<file path="src/hw/tec_pkg.sv">
package tec_pkg;
    // Register byte addresses on the APB side
    localparam logic [11:0] TEC_ADDR_COUNT   = 12'h000;
    localparam logic [11:0] TEC_ADDR_CONTROL = 12'h004;
    localparam logic [11:0] TEC_ADDR_PINFUNC = 12'h008;
    // Control field positions
    localparam int TEC_MODE_HI  = 7;
    localparam int TEC_MODE_LO  = 6;
    localparam int TEC_CSRC_BIT = 5;
    localparam int TEC_EN_BIT   = 4;
    localparam int TEC_EDGE_BIT = 3;
    localparam int TEC_PSC_HI   = 2;
    // Reset values
    localparam logic [7:0] TEC_COUNT_RST   = 8'h00;
    localparam logic [7:0] TEC_CONTROL_RST = 8'h08;
    localparam logic [1:0] TEC_PINFUNC_RST = 2'h0;
    localparam logic [7:0] TEC_COUNT_FULL  = 8'hFF;
    // Mode codes
    localparam logic [1:0] TEC_MODE_UNUSED = 2'h0;
    localparam logic [1:0] TEC_MODE_EVENT  = 2'h1;
    localparam logic [1:0] TEC_MODE_TIMER  = 2'h2;
    localparam logic [1:0] TEC_MODE_PULSE  = 2'h3;
    localparam logic [1:0] TEC_PIN_SCS     = 2'h3;
    localparam int         TEC_SYNC_STAGES = 2;
endpackage

</file>
<file path="src/hw/tec_top.sv">
`timescale 1ns/1ps
`default_nettype none
// Contract
// - Overflow at FF raises irq and reloads
// - Count exactly one per selected tick
// - Write while disabled loads counter too
// - Write while enabled updates preload only
// - Read returns live counter value
// - Mode 01 event, 10 timer, 11 pulse
// - Count only while enable bit set
// - Clock source bit picks system/sub clock
// - Prescale divides by two to the code
// - Internal clock timer/pulse, pin for event
// - Source and prescale ignored for pin counting
// - Event edge: 0 rising, 1 falling
// - Pulse edge picks start and stop polarity
// - Pin function 11 selects chip select
// - Pulse mode waits for start edge
// - Pulse end clears enable bit
// - Timer counts divided clock falling edges
module tec_top
    import tec_pkg::*;
(
    input  wire logic        CLOCK_IN,
    input  wire logic        SRST_IN,
    input  wire logic        CE_IN,
    input  wire logic        SUB_TICK_IN,
    input  wire logic        TIMER_PIN_IN,
    input  wire logic        PSEL_IN,
    input  wire logic        PENABLE_IN,
    input  wire logic        PWRITE_IN,
    input  wire logic [11:0] PADDR_IN,
    input  wire logic [31:0] PWDATA_IN,
    input  wire logic [3:0]  PSTRB_IN,
    output logic [31:0]      PRDATA_OUT,
    output logic             PREADY_OUT,
    output logic             PSLVERR_OUT,
    output logic             OVERFLOW_OUT,
    output logic             TIMER_INPUT_ROUTED_OUT,
    output logic             SERIAL_CHIP_SELECT_OUT
);
    logic [7:0]  count_reg, count_next;
    logic [7:0]  preload_reg, preload_next;
    logic [7:0]  control_reg, control_next;
    logic [1:0]  pinfunc_reg, pinfunc_next;
    logic        running_reg, running_next;
    logic        ovf_reg, ovf_next;
    logic [31:0] rdata_reg, rdata_next;
    logic        sub_s1_reg, sub_s2_reg, sub_s3_reg;

    logic        pin_raw, pin_level, pin_rise, pin_fall, raw_rise, raw_fall, pin_routed;
    logic        base_tick, int_tick, step, access, wr, rd;
    logic        addr_ok, start_edge, stop_edge;
    logic [1:0]  mode;
    logic        enable, edge_sel;

    assign mode     = control_reg[TEC_MODE_HI:TEC_MODE_LO];
    assign enable   = control_reg[TEC_EN_BIT];
    assign edge_sel = control_reg[TEC_EDGE_BIT];

    // Pin is always synchronised; only its edges are withheld from the timer in chip-select role
    assign pin_raw    = TIMER_PIN_IN;
    assign pin_routed = (pinfunc_reg != TEC_PIN_SCS);
    assign pin_rise   = pin_routed & raw_rise;
    assign pin_fall   = pin_routed & raw_fall;
    assign TIMER_INPUT_ROUTED_OUT = pin_routed;
    assign SERIAL_CHIP_SELECT_OUT = ~pin_routed & pin_level;

    tec_sync_edge u_sync (
        .CLOCK_IN  (CLOCK_IN),
        .SRST_IN   (SRST_IN),
        .ce_in     (CE_IN),
        .pin_in    (pin_raw),
        .level_out (pin_level),
        .rise_out  (raw_rise),
        .fall_out  (raw_fall)
    );

    // Sub clock tick is a foreign-domain level: sync then edge detect
    always_ff @(posedge CLOCK_IN) begin
        if (SRST_IN) begin
            sub_s1_reg <= 1'b0;
            sub_s2_reg <= 1'b0;
            sub_s3_reg <= 1'b0;
        end else if (CE_IN) begin
            sub_s1_reg <= SUB_TICK_IN;
            sub_s2_reg <= sub_s1_reg;
            sub_s3_reg <= sub_s2_reg;
        end
    end

    assign base_tick = control_reg[TEC_CSRC_BIT] ? (sub_s3_reg & ~sub_s2_reg) : 1'b1;

    tec_prescaler u_psc (
        .CLOCK_IN     (CLOCK_IN),
        .SRST_IN      (SRST_IN),
        .ce_in        (CE_IN),
        .base_tick_in (base_tick),
        .psc_in       (control_reg[TEC_PSC_HI:0]),
        .tick_out     (int_tick)
    );

    // Pulse mode start and stop edges
    assign start_edge = edge_sel ? pin_rise : pin_fall;
    assign stop_edge  = edge_sel ? pin_fall : pin_rise;

    always_comb begin
        unique case (mode)
            TEC_MODE_EVENT: step = enable & (edge_sel ? pin_fall : pin_rise);
            TEC_MODE_TIMER: step = enable & int_tick;
            TEC_MODE_PULSE: step = enable & running_reg & ~stop_edge & int_tick;
            TEC_MODE_UNUSED: step = 1'b0;
        endcase
    end

    // APB decode: zero wait states, unmapped addresses answer with an error
    assign access  = CE_IN & PSEL_IN & PENABLE_IN;
    assign addr_ok = (PADDR_IN == TEC_ADDR_COUNT) | (PADDR_IN == TEC_ADDR_CONTROL) |
                     (PADDR_IN == TEC_ADDR_PINFUNC);
    assign wr      = access & PWRITE_IN & addr_ok & PSTRB_IN[0];
    assign rd      = PSEL_IN & ~PENABLE_IN & ~PWRITE_IN;

    always_comb begin
        count_next   = count_reg;
        preload_next = preload_reg;
        control_next = control_reg;
        pinfunc_next = pinfunc_reg;
        running_next = running_reg;
        ovf_next     = 1'b0;
        rdata_next   = rdata_reg;
        if (step) begin
            if (count_reg == TEC_COUNT_FULL) begin
                count_next = preload_reg;
                ovf_next   = 1'b1;
            end else begin
                count_next = count_reg + 8'h01;
            end
        end
        if (mode == TEC_MODE_PULSE && enable) begin
            if (!running_reg && start_edge) begin
                running_next = 1'b1;
            end else if (running_reg && stop_edge) begin
                running_next = 1'b0;
                control_next[TEC_EN_BIT] = 1'b0;
            end
        end else begin
            running_next = 1'b0;
        end
        if (wr && PADDR_IN == TEC_ADDR_COUNT) begin
            preload_next = PWDATA_IN[7:0];
            if (!enable) begin
                count_next = PWDATA_IN[7:0];
            end
        end
        if (wr && PADDR_IN == TEC_ADDR_CONTROL) begin
            control_next = PWDATA_IN[7:0];
            running_next = 1'b0;
        end
        if (wr && PADDR_IN == TEC_ADDR_PINFUNC) begin
            pinfunc_next = PWDATA_IN[1:0];
        end
        if (rd) begin
            unique case (PADDR_IN)
                TEC_ADDR_COUNT:   rdata_next = {24'h000000, count_reg};
                TEC_ADDR_CONTROL: rdata_next = {24'h000000, control_reg};
                TEC_ADDR_PINFUNC: rdata_next = {30'h00000000, pinfunc_reg};
                default:          rdata_next = 32'h00000000;
            endcase
        end
    end

    always_ff @(posedge CLOCK_IN) begin
        if (SRST_IN) begin
            count_reg   <= TEC_COUNT_RST;
            preload_reg <= TEC_COUNT_RST;
            control_reg <= TEC_CONTROL_RST;
            pinfunc_reg <= TEC_PINFUNC_RST;
            running_reg <= 1'b0;
            ovf_reg     <= 1'b0;
            rdata_reg   <= 32'h00000000;
        end else if (CE_IN) begin
            count_reg   <= count_next;
            preload_reg <= preload_next;
            control_reg <= control_next;
            pinfunc_reg <= pinfunc_next;
            running_reg <= running_next;
            ovf_reg     <= ovf_next;
            rdata_reg   <= rdata_next;
        end
    end

    assign PRDATA_OUT   = rdata_reg;
    assign PREADY_OUT   = 1'b1;
    assign PSLVERR_OUT  = access & ~addr_ok;
    assign OVERFLOW_OUT = ovf_reg;
endmodule
`default_nettype wire

</file>
<file path="src/hw/tec_sync_edge.sv">
`timescale 1ns/1ps
`default_nettype none
module tec_sync_edge
    import tec_pkg::*;
(
    input  wire logic CLOCK_IN,
    input  wire logic SRST_IN,
    input  wire logic ce_in,
    input  wire logic pin_in,
    output logic      level_out,
    output logic      rise_out,
    output logic      fall_out
);
    logic       s1_reg, s1_next;
    logic       s2_reg, s2_next;
    logic       s3_reg, s3_next;

    always_comb begin
        s1_next = pin_in;
        s2_next = s1_reg;
        s3_next = s2_reg;
    end

    // Only s2 and s3 feed edge logic; s1 may be metastable
    always_ff @(posedge CLOCK_IN) begin
        if (SRST_IN) begin
            s1_reg <= 1'b0;
            s2_reg <= 1'b0;
            s3_reg <= 1'b0;
        end else if (ce_in) begin
            s1_reg <= s1_next;
            s2_reg <= s2_next;
            s3_reg <= s3_next;
        end
    end

    assign level_out = s2_reg;
    assign rise_out  = ce_in & s2_reg & ~s3_reg;
    assign fall_out  = ce_in & ~s2_reg & s3_reg;
endmodule
`default_nettype wire

</file>
<file path="src/hw/tec_prescaler.sv">
`timescale 1ns/1ps
`default_nettype none
module tec_prescaler
    import tec_pkg::*;
#(
    parameter int DIV_BITS = 7
) (
    input  wire logic       CLOCK_IN,
    input  wire logic       SRST_IN,
    input  wire logic       ce_in,
    input  wire logic       base_tick_in,
    input  wire logic [2:0] psc_in,
    output logic            tick_out
);
    logic [DIV_BITS-1:0] cnt_reg, cnt_next;
    logic [DIV_BITS-1:0] mask;

    always_comb begin
        cnt_next = cnt_reg;
        if (base_tick_in) begin
            cnt_next = cnt_reg + 1'b1;
        end
    end

    always_ff @(posedge CLOCK_IN) begin
        if (SRST_IN) begin
            cnt_reg <= '0;
        end else if (ce_in) begin
            cnt_reg <= cnt_next;
        end
    end

    // Divide by 2**psc: tick when low psc bits roll over (falling edge of divided clock)
    assign mask     = DIV_BITS'((1 << psc_in) - 1);
    assign tick_out = ce_in & base_tick_in & ((cnt_reg & mask) == mask);
endmodule
`default_nettype wire

</file>
<file path="config.mk">
export PLATFORM = sky130hd
export DESIGN_NAME = tec_top
export DESIGN_NICKNAME = d
export VERILOG_FILES = /design/src/hw/tec_pkg.sv /design/src/hw/tec_top.sv /design/src/hw/tec_sync_edge.sv /design/src/hw/tec_prescaler.sv
export SDC_FILE = /design/constraint.sdc
export NUM_CORES = 1
export LEC_CHECK = 0
export ABC_AREA = 1
export ABC_CLOCK_PERIOD_IN_PS = 5500
export BUFFER_PORTS_ARGS = -buffer_cell sky130_fd_sc_hd__buf_2
export CELL_PAD_IN_SITES_DETAIL_PLACEMENT = 1
export CELL_PAD_IN_SITES_GLOBAL_PLACEMENT = 1
export CORE_MARGIN = 2
export CORE_UTILIZATION = 39
export DETAILED_ROUTE_END_ITERATION = 8
export GPL_ROUTABILITY_DRIVEN = 0
export PLACE_DENSITY = 0.82
export SLEW_MARGIN = 20
export SYNTH_ARGS = -nofsm -noshare
export SYNTH_HDL_FRONTEND = slang
export SYNTH_HIERARCHICAL = 1
export SYNTH_SLANG_ARGS = --single-unit
</file>
<file path="constraint.sdc">
create_clock -name CLOCK_IN -period 5.5 [get_ports CLOCK_IN]
set_input_delay 0.275 -clock CLOCK_IN [delete_from_list [all_inputs] [get_ports CLOCK_IN]]
set_output_delay 0.275 -clock CLOCK_IN [all_outputs]
set_load 0.005 [all_outputs]
</file>
==> flow_metrics.env, run 1 <==
export IMPL_postCtsHoldBufs=0
export IMPL_finClkSkew_ns=0.005015
export IMPL_first_global_vias=2778
export IMPL_synth_ff_latch_count=49
export IMPL_power_mw=0.6637
export IMPL_syn_inst=422
export IMPL_netlist_area_mm2=0.003007
export IMPL_rows=32
export IMPL_clock_path_buffers=2
export IMPL_timing_final_crit_share=0.4257
export IMPL_fmax_ghz=0.4271
export IMPL_grt_first_pass_wirelength_um=13110
export IMPL_avgSynthCellArea_um2=7.125
export IMPL_dieArea_mm2=0.008427
export IMPL_power_switching_mw=0.1697
export IMPL_viasPerCell=4.925
export IMPL_fp_dieH_um=91.80
export IMPL_rr_endpoint="OVERFLOW_OUT"
export IMPL_grtUsageTotal=0.1910
export IMPL_cp_slowest_cell="or2_2"
export IMPL_p_seq_frac=0.552
export IMPL_p_leak_nw=1.395
export IMPL_crit_family="simple AND/OR/NAND/NOR gates"
export IMPL_dr_pass1_iters=4
export IMPL_p_int_mw=0.4940
export IMPL_overflow=0
export IMPL_critPathBufInv=2
export IMPL_drive_gt1_frac=0.2066
export IMPL_crit_type="reg2reg"
export IMPL_post_cts_setup_buffers=0
export IMPL_drtIter0Drc=91
export IMPL_yosysUniqueCellTypes=37
export IMPL_period_needed_ns=2.341
export IMPL_rsz0062_at_grt="false"
export IMPL_root_buffer="clkbuf_8"
export IMPL_dp_cells=549
export IMPL_nets=512
export IMPL_antenna_found_initial=0
export IMPL_drc=0
export IMPL_power_frac_comb=0.089
export IMPL_finalSetupTns_ns=0
export IMPL_hp_start="TIMER_PIN_IN"
export IMPL_cp_end_kind="flip-flop"
export IMPL_drt_wl_total_um=7762
export IMPL_r2r_start="sub_s3_reg"
export IMPL_die_w_um=91.80
export IMPL_finalSetupViolCount=0
export IMPL_hpwl_um=5909
export IMPL_clk_latency_ns=0.31
export IMPL_whs_path_depth=3
export IMPL_synth_seq_area_share=0.3263
export IMPL_syn_to_final_growth_pct=6.991
export IMPL_grt_max_degree=33
export IMPL_worst_pin_slew_ns=0.7824
export IMPL_critPathMaxFanout=11
export IMPL_clkPwrFrac=0.359
export IMPL_hold_viol_final=0
export IMPL_slew_limit_headroom=0.4784
export IMPL_cap_viol_max_count=0
export IMPL_cts_sinks=49
export IMPL_dr_total_vias=2743
export IMPL_ir_drop_uv=96.39
export IMPL_hp_class="in2reg"
export IMPL_slew_violations=0
export IMPL_sw_frac_of_total=0.2556
export IMPL_regToRegSetupSlack_ns=3.16
export IMPL_path_cells="inv_1, o21ai_0, nand2_4, a21oi_1, nand2_1, a21oi_1, nand2_1, inv_1, nand2_1, nand2_2, nand2_1, or2_2, a21oi_1"
export IMPL_hold_end="u_sync/s1_reg"
export IMPL_status="completed"
export IMPL_crit_top_cell="nand2_1"
export IMPL_coreArea_mm2=0.007607
export IMPL_cts_buffers=5
export IMPL_ant_nets=0
export IMPL_start_util=0.3952
export IMPL_wl_per_cell_um=13.94
export IMPL_ctsResizeCount=0
export IMPL_powerDensity_mw_per_mm2=206.3
export IMPL_critPathRequiredTime_ns=5.74
export IMPL_worstRegToRegCells=13
export IMPL_synth_warnings=6
export IMPL_ioPinCount=93
export IMPL_io_buffer_count=40
export IMPL_cts_max_level=2
export IMPL_critPathLaunchType="flip-flop"
export IMPL_stdcell_count=557
export IMPL_critical_path_max_stage_delay_ns=0.37
export IMPL_antennaDiodeCount=0
export IMPL_cts_clk_slew_worst_paths_ns=0.09
export IMPL_cp_data_arrival_time_ns=2.58
export IMPL_cts_tree="built"
## worst min-delay path, stage by stage
cell,delay (ns)
buf_2,0.07
nor2_1,0.03
nor2_1,0.08
## cell type report
class                           instances  area (um2)
Fill cell                            1043        4390
Multi-Input combinational cell        301        1593
Sequential cell                        49       980.9
Inverter                               57       214.0
Timing Repair Buffer                   40       200.2
Tap cell                              102       127.6
Clock buffer                            7       96.34
Clock inverter                          1       5.005
## how the worst max path moves through the flow
stage | cells past startpoint | slack (ns) | startpoint | endpoint
floorplan | 16 | 3.66 | sub_s3_reg | count_reg[4]
global placement | 13 | 3.13 | sub_s3_reg | OVERFLOW_OUT
detailed placement | 13 | 3.18 | sub_s3_reg | OVERFLOW_OUT
CTS | 13 | 3.14 | sub_s3_reg | OVERFLOW_OUT
global route | 13 | 2.92 | sub_s3_reg | OVERFLOW_OUT
finish | 13 | 3.16 | sub_s3_reg | OVERFLOW_OUT
## cells in the final DEF (no fill, tap or decap), types with 2 or more instances in the layout
cell      netlist  final
a211oi_1        5      5
a211oi_2        7      7
a21oi_1        27     27
a21oi_2         6      6
buf_2           1     40
clkbuf_8        3      7
clkinv_1        2      2
conb_1          2     25
dfxtp_1        49     49
ha_1            2      2
inv_1          50     50
inv_2           5      5
nand2_1        78     78
nand2_2         6      6
nand2_4         2      2
nand3_1        20     20
nand3_2         6      6
nand3_4         2      2
nand4_1         4      4
nor2_1         52     52
nor2_2          3      3
nor2_4          4      4
nor3_1          2      2
o211ai_1        5      5
o21ai_0        28     28
o22ai_1         6      6
or2_2           2      2
xor2_1          3      3
## routing by layer
metal	global-route usage	vias to the layer above	share of wire
li1	-	1373	-
met1	0.2396	1305	0.45
met2	0.3376	51	0.50
met4	0.06716	0	0.015
met5	0	-	0
met3	0.02219	14	0.030
## Yosys cell counts
library cell	instances	area (um2)
nand2_4	2	22.52
a211oi_2	7	87.58
and3_1	1	6.260
a2111oi_0	1	8.760
inv_1	50	187.7
nand4_2	1	12.51
o21ai_0	28	140.1
clkinv_1	2	7.510
nand3_1	20	100.1
o221ai_1	1	8.760
buf_4	25	187.7
nand3_2	6	60.06
dfxtp_1	49	980.9
conb_1	2	7.510
o211ai_1	5	37.54
nor2_4	4	45.04
ha_1	2	25.02
nand2_2	6	37.54
nor2_2	3	18.77
buf_2	1	5.000
or2_4	1	8.760
buf_6	5	56.30
clkbuf_1	4	15.01
nand2_1	78	292.8
inv_2	5	18.77
o22ai_1	6	37.54
nand4_1	4	25.02
clkbuf_8	3	41.29
xor2_1	3	26.28
a21oi_2	6	52.55
or2_2	2	12.51
nor2_1	52	195.2
a211oi_1	5	37.54
nor3_1	2	10.01
nor2_8	1	20.02
a21oi_1	27	135.1
nand3_4	2	35.03
## power groups by stage
stage / Combinational, mW / Clock (mW) / Sequential [mW]
floorplan: 0.0504 / 0 / 0.373
global placement: 0.0558 / 0 / 0.374
detailed placement: 0.0585 / 0 / 0.375
CTS: 0.0587 / 0.245 / 0.367
global route: 0.0667 / 0.260 / 0.368
finish: 0.0589 / 0.238 / 0.366
## stage by stage
stage | hold WS, ns | utilization | setup slack, ns | instance area (um2)
global route | 0.2060 | 0.4229 | 2.918 | 3217
global placement | 0.4388 | 0.4095 | 3.133 | 3115
detailed placement | 0.4569 | 0.4095 | 3.180 | 3115
floorplan | 0.3374 | - | 3.662 | 3093
CTS | 0.1917 | 0.4229 | 3.137 | 3217
finish | 0.1884 | 0.4229 | 3.159 | 3217
## cells by family after synthesis
kind of cell,after synthesis,synth area share
flops,49,0.3263
buf+inv,95,0.1727
other cells,2,0.002498
xor+xnor,3,0.008741
fa+ha+maj,2,0.008322
simple gates,185,0.3000
compound gates,86,0.1814
Note: power is estimated with default switching activity, not from simulation.
==> run 2, diff against run 1 <==
- ABC_AREA: 1 -> 0
- ABC_CLOCK_PERIOD_IN_PS: 5500 -> 2100
- CORE_UTILIZATION: 39 -> 33
- PLACE_DENSITY: 0.82 -> 0.73
- clock period: 5.5 -> 2.1 ns (I/O delays scaled with it)
==> flow_metrics.env, run 2 <==
export IMPL_fp_dieH_um=95.46
export IMPL_ant_nets=0
export IMPL_cp_startpoint="sub_s3_reg"
export IMPL_post_synth_top_area_fraction=0.3554
export IMPL_first_global_vias=2670
export IMPL_p_seq_frac=0.546
export IMPL_nets=461
export IMPL_final_common_cell="nand2_1"
export IMPL_fin_area_mm2=0.003313
export IMPL_rows=33
export IMPL_endpoint="count_reg[7]"
export IMPL_die_w_um=95.46
export IMPL_rr_endpoint="count_reg[7]"
export IMPL_cts_max_level=2
export IMPL_final_cell_mix="nand2_1, dfxtp_1, buf_2"
export IMPL_hp_class="in2reg"
export IMPL_grtUsageTotal=0.1929
export IMPL_synth_seq_area_share=0.3554
export IMPL_cts_clk_slew_worst_paths_ns=0.09
export IMPL_hpwl_um=6232
export IMPL_synth_flop_cell="dfxtp_1"
export IMPL_p_int_mw=1.295
export IMPL_avgSynthCellArea_um2=8.142
export IMPL_timing_final_crit_share=0.9727
export IMPL_rsz0062_at_grt="true"
export IMPL_post_cts_setup_buffers=0
export IMPL_place_ws_ns=-0.08294
export IMPL_antenna_found_initial=0
export IMPL_crit_type="reg2reg"
export IMPL_synthTopCellsByArea="dfxtp_1, buf_4, nand2_1"
export IMPL_cts_sinks=49
export IMPL_status="completed"
export IMPL_crit_family="compound AO/OA/AOI/OAI gates"
export IMPL_path_cells="inv_2, o21ai_2, and2_4, o211ai_1, a21oi_2, nand2_2, a2111oi_4, o2111ai_1, a211o_1, a311oi_2"
export IMPL_worst_pin_slew_ns=0.5874
export IMPL_use_met3=0.02925
export IMPL_slew_limit_headroom=0.6063
export IMPL_finClkSkew_ns=0.003812
export IMPL_clk_latency_ns=0.31
export IMPL_grt_use_met1=0.2589
export IMPL_critPathLaunchType="flip-flop"
export IMPL_path_depth=10
export IMPL_syn_to_final_growth_pct=20.04
export IMPL_ioPinCount=93
export IMPL_dr_pass1_iters=4
export IMPL_root_buffer="clkbuf_8"
export IMPL_finish_utilization=0.4053
export IMPL_cap_viol_max_count=0
export IMPL_overflow=0
export IMPL_grt_first_pass_wirelength_um=13590
export IMPL_dieArea_mm2=0.009112
export IMPL_critPathRequiredTime_ns=2.33
export IMPL_p_leak_nw=1.335
export IMPL_cts_buffers=5
export IMPL_fin_ws_ns=0.05741
export IMPL_critPathMaxFanout=2
export IMPL_sw_frac_of_total=0.2516
export IMPL_clkPwrFrac=0.363
export IMPL_period_needed_ns=2.043
export IMPL_cp_data_arrival_time_ns=2.28
export IMPL_synth_common_cells="nand2_1, dfxtp_1, a21oi_1, nor2_1, buf_4"
export IMPL_coreArea_mm2=0.008175
export IMPL_clock_path_buffers=2
export IMPL_worstRegToRegCells=10
export IMPL_hold_viol_final=0
export IMPL_io_buffer_count=40
export IMPL_postCtsHoldBufs=0
export IMPL_busiest_layer="met2"
export IMPL_fmax_ghz=0.4896
export IMPL_power_mw=1.731
export IMPL_dr_total_vias=2669
export IMPL_power_frac_comb=0.090
export IMPL_drtIter0Drc=145
export IMPL_wl_per_cell_um=16.31
export IMPL_synth_warnings=6
export IMPL_drc=0
export IMPL_slew_violations=0
export IMPL_yosysMostFrequentCell="nand2_1"
export IMPL_power_switching_mw=0.4354
export IMPL_grt_max_degree=24
export IMPL_powerDensity_mw_per_mm2=522.3
export IMPL_cts_tree="built"
export IMPL_place_area_mm2=0.003179
export IMPL_ys_async_sr_fraction=0
export IMPL_start_util=0.3376
export IMPL_drt_wl_total_um=8301
export IMPL_viasPerCell=5.244
export IMPL_synth_ff_latch_count=49
export IMPL_regToRegSetupSlack_ns=0.06
export IMPL_critPathBufInv=1
export IMPL_critical_path_max_stage_delay_ns=0.34
export IMPL_yosysUniqueCellTypes=58
export IMPL_syn_inst=339
export IMPL_drive_gt1_frac=0.2723
export IMPL_yosysTopAreaCell="dfxtp_1"
export IMPL_cp_slowest_cell="dfxtp_2"
export IMPL_ir_drop_uv=204.7
export IMPL_antennaDiodeCount=0
export IMPL_cp_end_kind="flip-flop"
export IMPL_netlist_area_mm2=0.002760
export IMPL_met2_usage=0.3222
export IMPL_finalSetupViolCount=0
export IMPL_r2r_start="sub_s3_reg"
export IMPL_synth_edff_count=0
## run 2: cell types whose count changed after synthesis, moves of 6 or more
cell / previous run / this run
inv_1: 50 / 10
nand2_1: 78 / 51
nor2_1: 52 / 30
o21ai_0: 28 / 13
mux2i_1: 0 / 11
a22oi_1: 0 / 10
a211oi_2: 7 / 0
nand3_1: 20 / 13
a21oi_2: 6 / 0
nand3_2: 6 / 0
or3_1: 0 / 6
## run 2: worst min-delay path by stage
stage	from	end	slack, ns	cells after the start
after floorplan	SRST_IN	u_psc/cnt_reg[1]	0.17	1
after global placement	TIMER_PIN_IN	u_sync/s1_reg	0.34	3
after detailed placement	SUB_TICK_IN	sub_s1_reg	0.36	3
after CTS	TIMER_PIN_IN	u_sync/s1_reg	0.03	3
after global routing	SUB_TICK_IN	sub_s1_reg	0.04	3
final	TIMER_PIN_IN	u_sync/s1_reg	0.03	3
## run 2: cell type report
type,count,area [um2]
Fill cell,1043,4862
Multi-Input combinational cell,265,1619
Sequential cell,49,983.4
Timing Repair Buffer,72,440.4
Tap cell,105,131.4
Clock buffer,7,96.34
Inverter,10,37.54
Clock inverter,1,5.005
## run 2: kinds of logic (layout without fill, tap and decap cells)
family,after synthesis,in the layout,synth area share
other,2,25,0.002721
muxes,17,17,0.06573
DFF,49,49,0.3554
xor gates and xnor gates,5,5,0.01587
buffers and inverters,48,90,0.1011
adders and majority gates,2,2,0.009065
and+or+nand+nor,131,131,0.2357
AOI/OAI and AO/OA,85,85,0.2144
## run 2: per-layer routing
layer	up-vias	part of all wire
met5	-	0
met4	0	0.013
met3	9	0.047
met2	77	0.47
met1	1292	0.47
li1	1291	-
## run 2: timing repair
item,in CTS,in global routing
endpoints found under the setup margin,7,9
endpoints found under the hold margin,0,0
resized for setup,3,9
pin swaps,2,7
## run 2: through the flow
stage / TNS [ns] / std cells / hold slack (ns)
global route: -0.06925 / 509 / 0.04006
finish: 0 / 509 / 0.03244
global placement: -0.03384 / 501 / 0.3407
detailed placement: -0.2143 / 501 / 0.3587
floorplan: 0 / 362 / 0.1741
CTS: 0 / 509 / 0.03444
## run 2: tightest hold or removal path, delay by kind of cell
| kind | cells | cell delay, ns |
|---|---|---|
| multiplexers | 1 | 0.06 |
| buffers and inverters | 1 | 0.08 |
| AND/OR/NAND/NOR | 1 | 0.07 |
## run 2: power groups by stage
stage                     registers (mW)  clock network (mW)  logic, mW
after detailed placement           0.967                   0      0.155
after global placement             0.967                   0      0.149
after global routing               0.947               0.682      0.175
final                              0.946               0.629      0.156
after CTS                          0.946               0.651      0.156
after floorplan                    0.967                   0      0.111
==> run 3, diff against run 2 <==
- PLACE_DENSITY: 0.73 -> not set
- PLACE_DENSITY_LB_ADDON: not set -> 0.1
==> flow_metrics.env, run 3 (synthesized netlist as in run 2, its figures left out) <==
export IMPL_hpwl_um=6453
export IMPL_cp_data_arrival_time_ns=2.28
export IMPL_slew_violations=0
export IMPL_p_int_mw=1.357
export IMPL_cts_tree="built"
export IMPL_power_switching_mw=0.4421
export IMPL_hold_viol_final=0
export IMPL_rr_endpoint="count_reg[7]"
export IMPL_cts_clk_slew_worst_paths_ns=0.09
export IMPL_antennaDiodeCount=0
export IMPL_finalSetupViolCount=0
export IMPL_viasPerCell=5.177
export IMPL_drc=0
export IMPL_coreArea_mm2=0.008175
export IMPL_status="completed"
export IMPL_crit_type="reg2reg"
export IMPL_wl_per_cell_um=16.14
export IMPL_regToRegSetupSlack_ns=0.06
export IMPL_grt_first_pass_wirelength_um=13850
export IMPL_start_util=0.3376
export IMPL_fillCellCount=1029
export IMPL_final_cell_mix="nand2_1, dfxtp_1, buf_2"
export IMPL_p_seq_frac=0.525
export IMPL_worstRegToRegCells=10
export IMPL_grtUsageTotal=0.1982
export IMPL_ioPinCount=93
export IMPL_clock_path_buffers=2
export IMPL_final_common_cell="nand2_1"
export IMPL_cap_viol_max_count=0
export IMPL_power_frac_comb=0.087
export IMPL_dr_total_vias=2661
export IMPL_rows=33
export IMPL_drive_gt1_frac=0.2738
export IMPL_die_w_um=95.46
export IMPL_syn_to_final_growth_pct=21.53
export IMPL_overflow=0
export IMPL_endpoint="count_reg[7]"
export IMPL_dr_pass1_iters=5
export IMPL_rsz0062_at_grt="true"
export IMPL_finClkSkew_ns=0.007240
export IMPL_critPathRequiredTime_ns=2.34
export IMPL_fin_ws_ns=0.05877
export IMPL_grt_max_degree=26
export IMPL_drt_wl_total_um=8296
export IMPL_r2r_start="sub_s3_reg"
export IMPL_antenna_found_initial=0
export IMPL_io_buffer_count=40
export IMPL_sw_frac_of_total=0.2457
export IMPL_fmax_ghz=0.4899
export IMPL_ir_drop_uv=228.7
export IMPL_fp_dieH_um=95.46
export IMPL_cts_max_level=2
export IMPL_finalSetupTns_ns=0
export IMPL_cts_sinks=49
export IMPL_first_global_vias=2703
export IMPL_timing_final_crit_share=0.9720
export IMPL_powerDensity_mw_per_mm2=536.5
export IMPL_nets=466
export IMPL_clk_latency_ns=0.31
export IMPL_clkPwrFrac=0.387
export IMPL_critPathLaunchType="flip-flop"
export IMPL_cp_startpoint="sub_s3_reg"
export IMPL_critPathMaxFanout=4
export IMPL_cp_end_kind="flip-flop"
export IMPL_period_needed_ns=2.041
export IMPL_dieArea_mm2=0.009112
export IMPL_p_leak_nw=1.364
export IMPL_root_buffer="clkbuf_8"
export IMPL_ant_nets=0
export IMPL_cts_buffers=5
export IMPL_hp_class="in2reg"
export IMPL_place_ws_ns=-0.1505
export IMPL_drtIter0Drc=89
export IMPL_finish_utilization=0.4103
-- run 3: cell types whose count changed in the layout (fill, tap and decap cells not counted), sizes merged --
cell,previous run,this run
buf,72,77
clkbuf,7,6
bufinv,0,1
-- run 3: worst min-delay path by stage --
stage | depth (start not counted) | to | slack (ns) | start
finish | 3 | sub_s1_reg | 0.03 | SUB_TICK_IN
global route | 2 | u_sync/s3_reg | 0.04 | SRST_IN
CTS | 2 | u_sync/s3_reg | 0.03 | SRST_IN
detailed placement | 3 | sub_s1_reg | 0.36 | SUB_TICK_IN
global placement | 3 | u_sync/s1_reg | 0.34 | TIMER_PIN_IN
floorplan | 1 | u_psc/cnt_reg[1] | 0.17 | SRST_IN
-- run 3: repair_timing --
action                                  4_1_cts  5_1_grt
gates resized for setup                       2        9
buffers inserted                              1        0
endpoints found under the setup margin        4        8
pin swaps                                     4        2
hold buffers                                  0        0
-- run 3: power groups by stage --
| stage | combinational [mW] | clock, mW | sequential, mW |
|---|---|---|---|
| 4_1_cts | 0.157 | 0.724 | 0.946 |
| 3_5_place_dp | 0.157 | 0 | 0.967 |
| 6_report | 0.157 | 0.697 | 0.946 |
| 2_1_floorplan | 0.111 | 0 | 0.967 |
| 3_3_place_gp | 0.155 | 0 | 0.967 |
| 5_1_grt | 0.178 | 0.764 | 0.948 |
-- run 3: final cells by class --
cell class	count	area [um2]	area share
inverter	10	37.54	0.01119
clock buffer	6	72.57	0.02163
multi-input combinational	265	1608	0.4793
sequential	49	984.7	0.2935
timing repair buffer	77	481.7	0.1436
clock inverter	2	38.79	0.01156
tap	105	131.4	0.03916
-- run 3: critical path, stage by stage (launching register included) --
cell and delay, ns:
dfxtp_2 0.34, inv_2 0.03, o21ai_2 0.14, and2_4 0.16, o211ai_1 0.08, a21oi_1 0.16, nand2_1 0.12, a2111oi_4 0.29
o2111ai_1 0.14, a211o_1 0.28, a311oi_2 0.22
-- run 3: stage by stage --
step | power, mW | hold slack (ns) | cells | instance area [um2]
5_1_grt | 1.890 | 0.03909 | 514 | 3354
6_report | 1.800 | 0.02944 | 514 | 3354
4_1_cts | 1.826 | 0.02907 | 514 | 3333
3_5_place_dp | 1.124 | 0.3608 | 505 | 3209
3_3_place_gp | 1.121 | 0.3449 | 505 | 3209
2_1_floorplan | 1.078 | 0.1741 | 362 | 2849
-- run 3: layer usage --
metal  track usage  routed length (um)  vias to the layer above
met5             0                   0                        -
met4       0.05238                 118                        0
met3       0.03399                 469                        8
met2        0.3222                3803                       70
met1        0.2715                3905                     1280
li1              -                   -                     1303
